--- src/hw/mcc_pkg.sv ---
package mcc_pkg;

  // ************************************************************
  // Register map
  // ************************************************************
  localparam logic [7:0] OFF_CTRL       = 8'h38;
  localparam logic [7:0] OFF_TRIM       = 8'h39;
  localparam logic [7:0] OFF_INT_STATUS = 8'h3a;
  localparam logic [7:0] OFF_INT_MASK   = 8'h3b;
  localparam logic [7:0] OFF_PLL_STATUS = 8'h3c;

  // ************************************************************
  // Field positions and reset values
  // ************************************************************
  localparam int unsigned   CTRL_SLOW_BIT = 0;
  localparam int unsigned   CTRL_MCO_BIT  = 1;
  localparam logic [7:0]    CTRL_RESET    = 8'h00;
  localparam logic [7:0]    TRIM_RESET    = 8'hff;
  localparam int unsigned   EV_LOCK       = 0;
  localparam int unsigned   EV_STABLE     = 1;
  localparam int unsigned   EV_WAKE       = 2;
  localparam int unsigned   EV_N          = 3;
  localparam logic [2:0]    INT_RESET     = 3'h0;

  // ************************************************************
  // Timing
  // ************************************************************
  localparam int unsigned   CLK_PERIOD_NS      = 50;
  localparam logic [7:0]    OSC_STAB_LAST      = 8'hff;
  localparam int unsigned   SLOW_DIV           = 32;
  localparam logic [4:0]    SLOW_DIV_LAST      = 5'(SLOW_DIV - 1);
  localparam int unsigned   PLL_STARTUP_NS     = 2000;
  localparam int unsigned   PLL_STAB_NS        = 20000;
  localparam int unsigned   PLL_STARTUP_CYC    =
    (PLL_STARTUP_NS + CLK_PERIOD_NS - 1) / CLK_PERIOD_NS;
  localparam int unsigned   PLL_STAB_CYC       =
    (PLL_STAB_NS + CLK_PERIOD_NS - 1) / CLK_PERIOD_NS;

  // ************************************************************
  // State types
  // ************************************************************
  typedef enum logic [1:0] {HS_STAB, HS_RUN, HS_HALT} mcc_halt_t;
  typedef enum logic [2:0] {
    PS_OFF, PS_START, PS_LOCK, PS_STAB, PS_READY
  } mcc_pll_t;

endpackage : mcc_pkg

--- src/hw/mcc_main_clock_control.sv ---
// Behaviour
// - Bit 1 drives clock out on pin
// - Control reads zero after reset, bits writable
// - Bit 0 selects oscillator or divide by 32
// - Trim register read/write, all ones at reset
// - Trim zero fastest, all ones slowest
// - PLL output held until startup delay
// - Lock flag set, then stabilization time
// - Halt exit waits 256 CPU cycles
// - Halt stops the main oscillator
`timescale 1ns/1ps
module mcc_main_clock_control #(
  parameter int unsigned STARTUP_CYC = mcc_pkg::PLL_STARTUP_CYC,
  parameter int unsigned STAB_CYC    = mcc_pkg::PLL_STAB_CYC
) (
  // Clock and reset
  input  wire logic       clk,
  input  wire logic       resetn,
  // Register port
  input  wire logic [7:0] reg_addr,
  input  wire logic [7:0] reg_wdata,
  input  wire logic       reg_wr,
  input  wire logic       reg_rd,
  output logic      [7:0] reg_rdata,
  // Power mode requests
  input  wire logic       halt_request,
  input  wire logic       wake_interrupt,
  input  wire logic       auto_wakeup,
  // PLL analog status
  input  wire logic       pll_at_freq,
  // Clock outputs
  output logic            cpu_clk_tick,
  output logic            cpu_run,
  output logic            osc_enable,
  output logic            pll_clk_enable,
  output logic            pll_lock_flag,
  output logic            pll_stable,
  output logic      [7:0] trim_code,
  // Clock out pin
  output logic            mco_out,
  output logic            mco_oe,
  // Interrupt
  output logic            irq
);

  // ************************************************************
  // State
  // ************************************************************
  typedef struct packed {
    logic                    ctrl_slow;
    logic                    ctrl_mco;
    logic [7:0]              trim;
    logic [mcc_pkg::EV_N-1:0] int_status;
    logic [mcc_pkg::EV_N-1:0] int_mask;
    logic [7:0]              rdata;
    logic                    irq;
    mcc_pkg::mcc_halt_t      hstate;
    logic [7:0]              hcnt;
    mcc_pkg::mcc_pll_t       pstate;
    logic [15:0]             pcnt;
    logic                    lock;
    logic                    stable;
    logic                    pll_en;
    logic                    sync1;
    logic                    sync2;
    logic                    run;
    logic                    osc_en;
    logic                    mco_oe;
    logic                    mco_out;
  } mcc_state_t;

  localparam mcc_state_t S_RESET = '{
    ctrl_slow:  1'b0,
    ctrl_mco:   1'b0,
    trim:       mcc_pkg::TRIM_RESET,
    int_status: mcc_pkg::INT_RESET,
    int_mask:   mcc_pkg::INT_RESET,
    rdata:      8'h00,
    irq:        1'b0,
    hstate:     mcc_pkg::HS_STAB,
    hcnt:       8'h00,
    pstate:     mcc_pkg::PS_START,
    pcnt:       16'h0000,
    lock:       1'b0,
    stable:     1'b0,
    pll_en:     1'b0,
    sync1:      1'b0,
    sync2:      1'b0,
    run:        1'b0,
    osc_en:     1'b1,
    mco_oe:     1'b0,
    mco_out:    1'b0
  };

  localparam logic [15:0] STARTUP_LAST = 16'(STARTUP_CYC - 1);
  localparam logic [15:0] STAB_LAST    = 16'(STAB_CYC - 1);

  mcc_state_t s_reg;
  mcc_state_t s_next;

  logic                     div_tick;
  logic                     div_level;
  logic                     halt_entry;
  logic                     wake_exit;
  logic [mcc_pkg::EV_N-1:0] ev;
  logic [mcc_pkg::EV_N-1:0] clr;
  logic [7:0]               rd_value;

  // ************************************************************
  // Helpers
  // ************************************************************
  function automatic logic hit(input logic [7:0] addr,
                               input logic [7:0] off);
    hit = (addr == off);
  endfunction : hit

  // ************************************************************
  // CPU clock divider
  // ************************************************************
  mcc_cpu_divider u_div (
    .clk         (clk),
    .resetn      (resetn),
    .slow_select (s_reg.ctrl_slow),
    .cpu_tick    (div_tick),
    .cpu_level   (div_level),
    .slow_active ()
  );

  // ************************************************************
  // Next state
  // ************************************************************
  always_comb begin
    s_next     = s_reg;
    ev         = '0;
    clr        = '0;
    rd_value   = 8'h00;
    halt_entry = (s_reg.hstate == mcc_pkg::HS_RUN) && halt_request;
    wake_exit  = (s_reg.hstate == mcc_pkg::HS_HALT) &&
                 (wake_interrupt || auto_wakeup);

    // PLL status pin crosses in through two flops
    s_next.sync1 = pll_at_freq;
    s_next.sync2 = s_reg.sync1;

    // Register writes; upper control bits are not stored
    if (reg_wr && hit(reg_addr, mcc_pkg::OFF_CTRL)) begin
      s_next.ctrl_slow = reg_wdata[mcc_pkg::CTRL_SLOW_BIT];
      s_next.ctrl_mco  = reg_wdata[mcc_pkg::CTRL_MCO_BIT];
    end
    if (reg_wr && hit(reg_addr, mcc_pkg::OFF_TRIM)) begin
      s_next.trim = reg_wdata;
    end
    if (reg_wr && hit(reg_addr, mcc_pkg::OFF_INT_STATUS)) begin
      clr = reg_wdata[mcc_pkg::EV_N-1:0];
    end
    if (reg_wr && hit(reg_addr, mcc_pkg::OFF_INT_MASK)) begin
      s_next.int_mask = reg_wdata[mcc_pkg::EV_N-1:0];
    end

    // Power mode sequencing
    unique case (s_reg.hstate)
      mcc_pkg::HS_STAB: begin
        if (div_tick) begin
          s_next.hcnt = s_reg.hcnt + 8'h01;
          if (s_reg.hcnt == mcc_pkg::OSC_STAB_LAST) begin
            s_next.hstate = mcc_pkg::HS_RUN;
          end
        end
      end
      mcc_pkg::HS_RUN: begin
        if (halt_entry) begin
          s_next.hstate = mcc_pkg::HS_HALT;
        end
      end
      mcc_pkg::HS_HALT: begin
        if (wake_exit) begin
          s_next.hstate = mcc_pkg::HS_STAB;
          s_next.hcnt   = 8'h00;
          ev[mcc_pkg::EV_WAKE] = 1'b1;
        end
      end
      // Unused code: settle again rather than run unclocked
      default: begin
        s_next.hstate = mcc_pkg::HS_STAB;
      end
    endcase

    // PLL start-up, lock and settling
    if (halt_entry) begin
      s_next.pstate = mcc_pkg::PS_OFF;
      s_next.pll_en = 1'b0;
      s_next.lock   = 1'b0;
      s_next.stable = 1'b0;
    end else if (wake_exit) begin
      s_next.pstate = mcc_pkg::PS_START;
      s_next.pcnt   = 16'h0000;
    end else begin
      unique case (s_reg.pstate)
        mcc_pkg::PS_OFF: begin
          s_next.pll_en = 1'b0;
        end
        mcc_pkg::PS_START: begin
          s_next.pcnt = s_reg.pcnt + 16'h0001;
          if (s_reg.pcnt == STARTUP_LAST) begin
            s_next.pstate = mcc_pkg::PS_LOCK;
            s_next.pll_en = 1'b1;
          end
        end
        mcc_pkg::PS_LOCK: begin
          // Lock is only believed once the output is running
          if (s_reg.sync2) begin
            s_next.pstate = mcc_pkg::PS_STAB;
            s_next.lock   = 1'b1;
            s_next.pcnt   = 16'h0000;
            ev[mcc_pkg::EV_LOCK] = 1'b1;
          end
        end
        mcc_pkg::PS_STAB: begin
          s_next.pcnt = s_reg.pcnt + 16'h0001;
          if (s_reg.pcnt == STAB_LAST) begin
            s_next.pstate = mcc_pkg::PS_READY;
            s_next.stable = 1'b1;
            ev[mcc_pkg::EV_STABLE] = 1'b1;
          end
        end
        mcc_pkg::PS_READY: begin
          s_next.stable = 1'b1;
        end
        default: begin
          s_next.pstate = mcc_pkg::PS_OFF;
        end
      endcase
    end

    // Sticky events; a new event beats a same-cycle clear
    s_next.int_status = (s_reg.int_status & ~clr) | ev;
    s_next.irq        = |(s_next.int_status & s_next.int_mask);

    // Pin and mode outputs, registered
    s_next.osc_en  = (s_next.hstate != mcc_pkg::HS_HALT);
    s_next.run     = (s_next.hstate == mcc_pkg::HS_RUN);
    s_next.mco_oe  = s_next.ctrl_mco;
    s_next.mco_out = s_next.ctrl_mco & div_level;

    // Register reads; unmapped addresses read zero
    if (hit(reg_addr, mcc_pkg::OFF_CTRL)) begin
      rd_value = {6'h00, s_reg.ctrl_mco, s_reg.ctrl_slow};
    end else if (hit(reg_addr, mcc_pkg::OFF_TRIM)) begin
      rd_value = s_reg.trim;
    end else if (hit(reg_addr, mcc_pkg::OFF_INT_STATUS)) begin
      rd_value = {5'h00, s_reg.int_status};
    end else if (hit(reg_addr, mcc_pkg::OFF_INT_MASK)) begin
      rd_value = {5'h00, s_reg.int_mask};
    end else if (hit(reg_addr, mcc_pkg::OFF_PLL_STATUS)) begin
      rd_value = {4'h0, (s_reg.hstate == mcc_pkg::HS_HALT),
                  s_reg.pll_en, s_reg.stable, s_reg.lock};
    end
    s_next.rdata = reg_rd ? rd_value : 8'h00;
  end

  always_ff @(posedge clk or negedge resetn) begin
    if (!resetn) begin
      s_reg <= S_RESET;
    end else begin
      s_reg <= s_next;
    end
  end

  // ************************************************************
  // Outputs
  // ************************************************************
  assign reg_rdata      = s_reg.rdata;
  assign cpu_clk_tick   = div_tick;
  assign cpu_run        = s_reg.run;
  assign osc_enable     = s_reg.osc_en;
  assign pll_clk_enable = s_reg.pll_en;
  assign pll_lock_flag  = s_reg.lock;
  assign pll_stable     = s_reg.stable;
  assign trim_code      = s_reg.trim;
  assign mco_out        = s_reg.mco_out;
  assign mco_oe         = s_reg.mco_oe;
  assign irq            = s_reg.irq;

  // ************************************************************
  // Checks
  // ************************************************************
  mco_gate_a: assert property (@(posedge clk) disable iff (!resetn)
    reg_wr && reg_addr == 8'h38 |=>
      mco_oe == $past(reg_wdata[1]) && (mco_oe || !mco_out))
    else $error("Clock out pin not following control bit");

  ctrl_read_a: assert property (@(posedge clk) disable iff (!resetn)
    reg_rd && reg_addr == 8'h38 |=>
      reg_rdata[7:2] == 6'h00 && reg_rdata[1] == mco_oe ##1
      reg_rdata == 8'h00 || $past(reg_rd))
    else $error("Control read wrong or held too long");

  trim_write_a: assert property (@(posedge clk) disable iff (!resetn)
    reg_wr && reg_addr == 8'h39 |=> trim_code == $past(reg_wdata))
    else $error("Trim code not loaded");

  osc_stab_a: assert property (@(posedge clk) disable iff (!resetn)
    $rose(cpu_run) |-> $past(s_reg.hcnt) == 8'hff &&
      $past(s_reg.hstate) == mcc_pkg::HS_STAB)
    else $error("CPU released before 256 cycles");

  halt_osc_a: assert property (@(posedge clk) disable iff (!resetn)
    cpu_run && halt_request |=>
      !osc_enable && !pll_clk_enable && !cpu_run && !pll_lock_flag)
    else $error("Oscillator still on in halt");

  pll_startup_a: assert property (@(posedge clk) disable iff (!resetn)
    $rose(pll_clk_enable) |-> $past(s_reg.pcnt) == STARTUP_LAST)
    else $error("PLL clock released early");

  lock_flag_a: assert property (@(posedge clk) disable iff (!resetn)
    s_reg.pstate == mcc_pkg::PS_LOCK && s_reg.sync2 && !halt_entry &&
      !wake_exit |=> pll_lock_flag && !pll_stable &&
      s_reg.int_status[mcc_pkg::EV_LOCK])
    else $error("Lock flag or event missing");

  irq_level_a: assert property (@(posedge clk) disable iff (!resetn)
    irq == |(s_reg.int_status & s_reg.int_mask))
    else $error("Interrupt level disagrees with status");

  read_idle_a: assert property (@(posedge clk)
    disable iff (!resetn)
    !reg_rd |=> reg_rdata == 8'h00)
    else $error("Read data outside its one cycle slot");

  wake_restart_a: assert property (@(posedge clk)
    disable iff (!resetn)
    wake_exit |=> osc_enable && !cpu_run && !pll_clk_enable &&
      s_reg.int_status[mcc_pkg::EV_WAKE])
    else $error("Wake from halt did not restart the clock");

  stable_delay_a: assert property (@(posedge clk)
    disable iff (!resetn)
    $rose(pll_stable) |-> $past(s_reg.pcnt) == STAB_LAST && pll_lock_flag)
    else $error("PLL stable flag raised early");

endmodule : mcc_main_clock_control

--- src/hw/mcc_cpu_divider.sv ---
`timescale 1ns/1ps
module mcc_cpu_divider (
  // Clock and reset
  input  wire logic clk,
  input  wire logic resetn,
  // Mode request
  input  wire logic slow_select,
  // CPU clock
  output logic      cpu_tick,
  output logic      cpu_level,
  output logic      slow_active
);

  // ************************************************************
  // State
  // ************************************************************
  typedef struct packed {
    logic [4:0] cnt;
    logic       slow;
    logic       tick;
    logic       level;
  } mcc_div_state_t;

  localparam mcc_div_state_t S_RESET = '{
    cnt: 5'h00, slow: 1'b0, tick: 1'b0, level: 1'b0
  };

  mcc_div_state_t s_reg;
  mcc_div_state_t s_next;

  // ************************************************************
  // Divider
  // ************************************************************
  always_comb begin
    s_next     = s_reg;
    s_next.cnt = s_reg.cnt + 5'h01;
    // Slow mode starts at once with a fresh count and is left only at a period end, so no short pulse
    if (!s_reg.slow) begin
      if (slow_select) begin
        s_next.slow = 1'b1;
        s_next.cnt  = 5'h00;
      end
    end else if (s_reg.cnt == mcc_pkg::SLOW_DIV_LAST && !slow_select) begin
      s_next.slow = 1'b0;
    end
    s_next.tick  = s_next.slow ?
                   (s_next.cnt == mcc_pkg::SLOW_DIV_LAST) : 1'b1;
    s_next.level = s_next.tick ? ~s_reg.level : s_reg.level;
  end

  always_ff @(posedge clk or negedge resetn) begin
    if (!resetn) begin
      s_reg <= S_RESET;
    end else begin
      s_reg <= s_next;
    end
  end

  assign cpu_tick    = s_reg.tick;
  assign cpu_level   = s_reg.level;
  assign slow_active = s_reg.slow;

  // ************************************************************
  // Checks
  // ************************************************************
  slow_period_a: assert property (@(posedge clk) disable iff (!resetn)
    s_reg.slow && s_reg.tick |->
      s_reg.cnt == 5'h1f ##1 (!s_reg.tick || !s_reg.slow))
    else $error("Slow tick off its 32 cycle slot");

  switch_boundary_a: assert property (@(posedge clk)
    disable iff (!resetn)
    $fell(s_reg.slow) |-> $past(s_reg.cnt) == 5'h1f && s_reg.tick)
    else $error("Slow mode left mid period");

endmodule : mcc_cpu_divider

--- config.mk ---
export PLATFORM = sky130hd
export DESIGN_NAME = mcc_main_clock_control
export DESIGN_NICKNAME = d
export VERILOG_FILES = /design/src/hw/mcc_pkg.sv /design/src/hw/mcc_main_clock_control.sv /design/src/hw/mcc_cpu_divider.sv
export SDC_FILE = /design/constraint.sdc
export NUM_CORES = 1
export LEC_CHECK = 0
export BUFFER_PORTS_ARGS = -buffer_cell sky130_fd_sc_hd__buf_2
export CAP_MARGIN = 0
export CORE_ASPECT_RATIO = 0.6
export CORE_MARGIN = 2
export CORE_UTILIZATION = 40
export CTS_CLUSTER_SIZE = 40
export DETAILED_ROUTE_END_ITERATION = 8
export GPL_ROUTABILITY_DRIVEN = 0
export PLACE_DENSITY = 0.68
export SYNTH_ARGS = -nofsm -noshare
export SYNTH_HDL_FRONTEND = slang
export SYNTH_HIERARCHICAL = 1
export SYNTH_SLANG_ARGS = --single-unit
--- constraint.sdc ---
create_clock -name clk -period 2.1 [get_ports clk]
set_input_delay 0.315 -clock clk [delete_from_list [all_inputs] [get_ports clk]]
set_output_delay 0.315 -clock clk [all_outputs]
set_load 0.02 [all_outputs]
==> flow_summary.toml, run 1 <==
[layout]
largest_reg_flops = 37
layout_common_cells = "dfrtp_1 (60), buf_2 (48), o21ai_0 (39)"
nets = 418
drive_above_1_share = 0.284
fill_cells = 771
register_area_um2 = 1760
syn2layout_area_growth_pct = 19.0
layout_commonest_cell = "dfrtp_1"
final_util = 0.487
multiInputGateArea_um2 = 1470
final_area_um2 = 4120
num_antenna_cells = 0

[detailed_routing]
dr_wl_met2_um = 3140
wl_met1_um = 3920
postRouteAntennaNets = 0
drc = 0
drt-total-wl_um = 7560
dr.max_layer_used = "met4"
post_drt_wl_per_cell_um = 14.9
vias = 2707
dr.pass1.iters = 4
vias_per_cell = 5.34
dr_wl_met3_um = 498
first_iter_violations = 166

[critical_path]
crit_path_start_kind = "register"
ff2ff_setup_slack_ns = 0.13
worstPathArrival_ns = 2.19
crit_fanout = 8
worstSetupEndpointType = "register"
worstSetupPathType = "reg2reg"
cp.required_ns = 2.31

[sta]
max_slew_margin = 0.564
slew_violations = 0
period_share = 0.940
hold_violations = 0
fin_skew_ns = 0.00490
rsz0062_at_grt = "no"
holdWs_ns = 0.0917
setup_tns_ns = 0
fmax_mhz = 507
worst_pin_slew_ns = 0.638
layout_min_cycle_time_ns = 1.97
setup_viol = 0

[flow_run]
drv_cap = 0

[floorplan]
die_w_um = 124
io_pins = 49
rows = 26
die_h_um = 76.0
core-area_um2 = 8460
die_area_um2 = 9430
initial_core_util = 0.409

[clock_network]
tritoncts = "built"
post_cts_buffers = 0
path_clk_slew_ns = 0.05
cts_inserted_buffers = 9
clkLatencyLatePin_ns = 0.33
clkSinkCount = 70
cts_buffer_depth = 2
cts_max_level = 3
cts_root_buf = "clkbuf_16"
cts_resized = 0

[synth]
yosysTopAreaCell = "dfrtp_1"
syn_inst = 342
ys_seq_area_frac = 0.510
dominantRegCellSynth = "dfrtp_1"
async_flop_share = 1.00
synth-edff-count = 0
syn-num-nets = 370
synth_top_area_frac = 0.434
synth.distinct_cells = 55
synth_area_leaders = "dfrtp_1 (43%), dfstp_2 (7.6%), o21ai_0 (5.6%)"
syn_area_um2 = 3460
syn_avg_cell_area_um2 = 10.1
yosysWarnings = 6
synth-seq-cells = 70

[placed_design]
dp_hpwl_um = 5510
portBuffers = 48
place_area_um2 = 3790

[global_route]
grt_start_max_net_pins = 29
grt_pass1_vias = 2484
grt_pass1_wl_um = 12700
grt_use_total = 0.174
overflow = 0
antenna_found_initial = 0

[power_and_ir_drop]
leakagePower_uw = 0.00186
ir_drop_mv = 0.733
power_density_nw_per_um2 = 1060

[outcome]
status = "complete, no violations"

[worst_hold_path]
min-delay-path-class = "in2reg"
[logic make-up after synthesis]
| group | Yosys count | share of synthesized area |
|---|---|---|
| multiplexers | 13 | 0.0416 |
| AO/OA/AOI/OAI | 83 | 0.153 |
| buffers and inverters | 41 | 0.0640 |
| flip-flops | 70 | 0.510 |
| AND/OR/NAND/NOR | 126 | 0.204 |
| adder cells (fa/ha/maj) | 4 | 0.0145 |
| XOR/XNOR | 5 | 0.0127 |
[per-layer routing]
metal	global-route usage	vias to the layer above
li1	-	1327
met1	0.276	1297
met2	0.223	81
met3	0.0689	2
met4	0.0292	0
met5	0	-
[cells in the mapped netlist (all sizes together) (3+ instances only)]
cell / count
a21o: 3
a21oi: 7
a31oi: 12
and2: 7
and3: 4
buf: 22
clkbuf: 5
dfrtp: 60
dfstp: 10
ha: 4
inv: 14
mux2: 11
nand2: 23
nand2b: 9
nand3: 7
nand4: 12
nor2: 29
nor2b: 5
nor3: 14
nor4: 6
o21ai: 41
o221ai: 3
xor2: 3
[critical path, stage by stage, from the launching register on]
cell,delay (ns)
dfrtp_1,0.45
or4_4,0.55
nor4_4,0.32
a2111o_2,0.24
nand3b_1,0.08
a32o_1,0.22
[final timing paths]
check,startpoint,to,cells past startpoint
setup / recovery,s_reg[20],pll_clk_enable,5
hold / removal,pll_at_freq,s_next[4],1
setup reg to reg,s_reg[20],pll_clk_enable,5
hold reg to reg,s_next[4],s_reg[4],0
max in group asynchronous,resetn,trim_code[6],3
min in group asynchronous,resetn,s_reg[30],2
[metrics by stage]
step / std cells / worst slack (ns) / total power, µW
finish: 507 / 0.127 / 4360
global route: 507 / 0.0129 / 4630
CTS: 507 / 0.118 / 4390
detailed placement: 490 / 0.121 / 2830
global placement: 490 / 0.130 / 2790
floorplan: 342 / 0.266 / 2510
[where the power goes]
part | switching, µW | leakage [µW] | total (µW) | internal [µW]
sequential | 225 | 0.000877 | 1810 | 1580
combinational | 581 | 0.000839 | 1010 | 429
clock | 557 | 0.000144 | 1540 | 980
[repair_timing]
item / CTS / global route
endpoints found under the hold margin: 13 / 0
hold buffers: 1 / 0
endpoints found under the setup margin: 0 / 0
[cell type report]
cell class | instances | share of cell area
clock inverters | 5 | 0.0140
inverters | 14 | 0.0128
multi-input cells | 231 | 0.358
flip-flops and latches | 70 | 0.429
clock buffers | 11 | 0.0614
well taps | 112 | 0.0341
repair buffers | 64 | 0.0912
Note: power is estimated with default switching activity, not from simulation.
==> run 2, diff against run 1 <==
CORE_ASPECT_RATIO = unset   (was 0.6)
GPL_ROUTABILITY_DRIVEN = unset   (was 0)
REMOVE_ABC_BUFFERS = 1   (was unset)
==> flow_summary.toml, run 2 (same netlist as run 1, synthesis figures left out) <==
[critical_path]
crit_fanout = 5
ff2ff_setup_slack_ns = 0.17
slowest_delay_ns = 0.55
cp_top_family = "simple AND/OR/NAND/NOR gates"
rr_startpoint = "s_reg[19]"
reg2reg_depth = 5
worstSetupEndpointType = "register"
cp.required_ns = 2.32
critical_path.startpoint = "s_reg[19]"
crit_buf_inv = 0
crit_path_start_kind = "register"
crit_chain = "or4_4 > nor4_4 > a2111o_2 > nand3b_1 > a32o_1"
worstPathArrival_ns = 2.16
worstSetupPathType = "reg2reg"
rr_endpoint = "pll_clk_enable"
cpMaxStageDelayCell = "or4_4"

[global_route]
grt_use_total = 0.162
overflow = 0
grt_pass1_wl_um = 12600
grt_pass1_vias = 2607
antenna_found_initial = 0
grt_start_max_net_pins = 71

[layout]
layout_commonest_cell = "dfrtp_1"
fill_cells = 751
register_area_um2 = 1760
largest_reg_flops = 37
final_util = 0.484
num_antenna_cells = 0
multiInputGateArea_um2 = 1470
layout_common_cells = "dfrtp_1 (60), buf_2 (48), o21ai_0 (39)"
syn2layout_area_growth_pct = 16.1
nets = 416
drive_above_1_share = 0.280

[detailed_routing]
dr.pass1.iters = 4
vias_per_cell = 5.41
first_iter_violations = 202
post_drt_wl_per_cell_um = 15.0
vias = 2692
drc = 0
drt-total-wl_um = 7460
postRouteAntennaNets = 0

[worst_hold_path]
min-delay-path-class = "in2async"

[floorplan]
die_w_um = 97.0
die_area_um2 = 9410
io_pins = 49
rows = 33
die_h_um = 97.0
initial_core_util = 0.417
core-area_um2 = 8300

[clock_network]
cts_buffer_depth = 2
cts_max_level = 3
clkSinkCount = 70
cts_inserted_buffers = 9
clkLatencyLatePin_ns = 0.34
cts_resized = 0
cts_root_buf = "clkbuf_8"
tritoncts = "built"
cts-hold-fix-buffers = 0
post_cts_buffers = 0
path_clk_slew_ns = 0.08

[sta]
period_share = 0.921
setup_viol = 0
max_slew_margin = 0.664
layout_min_cycle_time_ns = 1.93
fin_skew_ns = 0.0134
fmax_mhz = 517
setup_tns_ns = 0
rsz0062_at_grt = "no"
fin_ws_ns = 0.165
holdWs_ns = -0.0129
slew_violations = 0
hold_violations = 16
worst_pin_slew_ns = 0.491

[power_and_ir_drop]
leakagePower_uw = 0.00182
ir_drop_mv = 0.504
power_density_nw_per_um2 = 1030

[placed_design]
gp_congestion = 0.836
portBuffers = 48
dp_hpwl_um = 5160
dp_slack_ns = 0.113

[flow_run]
drv_cap = 0

[outcome]
violations = "hold timing"
status = "complete, but fails checks"
==> run 2: per-layer routing <==
metal / wire length [µm] / track usage / up-vias
met4: 114 / 0.0693 / 0
li1: - / - / 1316
met1: 3660 / 0.230 / 1304
met3: 286 / 0.0282 / 13
met5: 0 / 0 / -
met2: 3400 / 0.244 / 59
==> run 2: metrics by stage <==
stage,cell area [µm²],cells,total power [µW]
6_report,4020,498,4120
3_5_place_dp,3780,482,2840
4_1_cts,4020,498,4140
3_3_place_gp,3780,482,2790
2_1_floorplan,3290,315,2480
5_1_grt,4020,498,4370
==> run 2: worst max path at each step <==
stage / to / cells past startpoint / slack [ns]
after floorplan: s_reg[14] / 5 / 0.21
after global placement: reg_rdata[1] / 5 / 0.13
after detailed placement: reg_rdata[1] / 5 / 0.11
after CTS: pll_clk_enable / 5 / 0.17
after global routing: pll_stable / 6 / 0.04
final: pll_clk_enable / 5 / 0.17
==> run 2: worst reg2reg max path, stage by stage (launching register included) <==
cell      delay, ns
dfrtp_1        0.42
or4_4          0.56
nor4_4         0.33
a2111o_2       0.24
nand3b_1       0.08
a32o_1         0.20
==> run 2: area by class of cell <==
| type | instances | share of cell area |
|---|---|---|
| sequential | 70 | 0.439 |
| clock inverter | 6 | 0.0274 |
| tap | 105 | 0.0327 |
| multi-input combinational | 231 | 0.367 |
| clock buffer | 10 | 0.0318 |
| inverter | 14 | 0.0131 |
| timing repair buffer | 62 | 0.0891 |
==> run 2: power by group <==
| group | switching [µW] | internal [µW] | total (µW) | leakage, µW |
|---|---|---|---|---|
| registers | 224 | 1580 | 1810 | 0.000877 |
| clock network | 512 | 787 | 1300 | 0.000112 |
| logic | 584 | 429 | 1010 | 0.000831 |
| total | 1320 | 2800 | 4120 | 0.00182 |
==> run 3, diff against run 2 <==
CORE_ASPECT_RATIO = 1.1   (was unset)
CORE_MARGIN = unset   (was 2)
CORE_UTILIZATION = 57   (was 40)
PLACE_DENSITY = 0.88   (was 0.68)
==> flow_summary.toml, run 3 (same netlist as run 1, synthesis figures left out) <==
[layout]
syn2layout_area_growth_pct = 14.9
largest_reg_flops = 37
nets = 416
final_cells = 470
final_area_um2 = 3970
final_util = 0.684
num_antenna_cells = 0
layout_commonest_cell = "dfrtp_1"
drive_above_1_share = 0.280
layout_common_cells = "dfrtp_1 (60), buf_2 (48), o21ai_0 (39)"

[clock_network]
cts_max_level = 3
cts_buffer_depth = 2
clkLatencyLatePin_ns = 0.35
cts_resized = 0
cts_inserted_buffers = 9
tritoncts = "built"
cts_root_buf = "clkbuf_8"
path_clk_slew_ns = 0.08
clkSinkCount = 70

[placed_design]
portBuffers = 48
dp_hpwl_um = 4950
gp_congestion = 0.827
dp_cells = 453
place_area_um2 = 3740

[sta]
hold_violations = 0
layout_min_cycle_time_ns = 1.91
fin_skew_ns = 0.0110
setup_tns_ns = 0
fmax_mhz = 524
setup_viol = 0
period_share = 0.909
slew_violations = 0
worst_pin_slew_ns = 0.449
rsz0062_at_grt = "no"
max_slew_margin = 0.698
holdWs_ns = 0.0718

[critical_path]
critical_path.startpoint = "s_reg[19]"
crit_fanout = 5
worstPathArrival_ns = 2.14
cp.required_ns = 2.33
worstSetupEndpointType = "register"
crit_path_start_kind = "register"
worstSetupPathType = "reg2reg"
rr_startpoint = "s_reg[19]"

[floorplan]
initial_core_util = 0.596
die_area_um2 = 6380
io_pins = 49
rows = 29
die_w_um = 76.3
core-area_um2 = 5810
die_h_um = 83.7

[detailed_routing]
postRouteAntennaNets = 0
dr.pass1.iters = 5
post_drt_wl_per_cell_um = 16.3
drt-total-wl_um = 7650
first_iter_violations = 252
drc = 0
vias = 2836
vias_per_cell = 6.03

[global_route]
grt_pass1_vias = 2659
grt_pass1_wl_um = 12600
overflow = 0
grt_use_total = 0.252
antenna_found_initial = 0
grt_start_max_net_pins = 71

[worst_hold_path]
hp-start = "pll_at_freq"
min-delay-path-class = "in2reg"

[power_and_ir_drop]
ir_drop_mv = 0.904
leakagePower_uw = 0.00182
power_density_nw_per_um2 = 1030

[flow_run]
drv_cap = 0

[outcome]
status = "complete, no violations"
run 3: cell count changes in the layout (fill, tap and decap cells not counted):
cell / previous run / this run
bufinv_16: 3 / 2
clkinv_4: 0 / 2
inv_6: 0 / 3
dlygate4sd3_1: 0 / 1
clkbuf_1: 1 / 0
clkinvlp_4: 2 / 0
clkinv_2: 1 / 0
buf_4: 13 / 12
run 3: metrics by stage:
| stage | setup slack [ns] | power (µW) |
|---|---|---|
| after floorplan | 0.210 | 2480 |
| after global placement | 0.242 | 2760 |
| after detailed placement | 0.198 | 2820 |
| after CTS | 0.189 | 4080 |
| after global routing | 0.0861 | 4290 |
| final | 0.190 | 4090 |
run 3: layer usage:
metal | vias to the layer above | GRT usage | part of all wire
met1 | 1375 | 0.329 | 0.43
met3 | 21 | 0.0470 | 0.054
met5 | - | 0 | 0
met2 | 127 | 0.399 | 0.49
li1 | 1313 | - | -
met4 | 0 | 0.136 | 0.029
run 3: what timing repair did:
| item | in CTS | in global routing |
|---|---|---|
| hold endpoints to repair | 52 | 0 |
| setup buffers | 0 | 0 |
| hold buffers | 1 | 0 |
run 3: path summary, 6_finish.rpt:
check	to	slack [ns]	cells after the start
max	pll_clk_enable	0.19	5
min	s_next[4]	0.07	1
max reg2reg	pll_clk_enable	0.19	5
min reg2reg	s_reg[4]	0.36	0
max in group asynchronous	trim_code[2]	1.24	3
min in group asynchronous	s_reg[19]	0.51	3
run 3: final cells by class:
| class | instances | area, µm² |
|---|---|---|
| clock buffers | 9 | 124 |
| clock inverters | 7 | 104 |
| fillers | 419 | 1830 |
| inverters | 14 | 52.6 |
| multi-input cells | 231 | 1470 |
| flip-flops and latches | 70 | 1760 |
| well taps | 77 | 96.3 |
| repair buffers | 62 | 360 |
run 3: worst max-delay path: stages (launching register included):
cell      delay [ns]
dfrtp_1         0.42
or4_4           0.55
nor4_4          0.32
a2111o_2        0.24
nand3b_1        0.07
a32o_1          0.20
run 3: power by group:
group          switching (µW)  total (µW)  internal [µW]
clock                     557        1240            685
sequential                237        1820           1580
combinational             601        1030            426
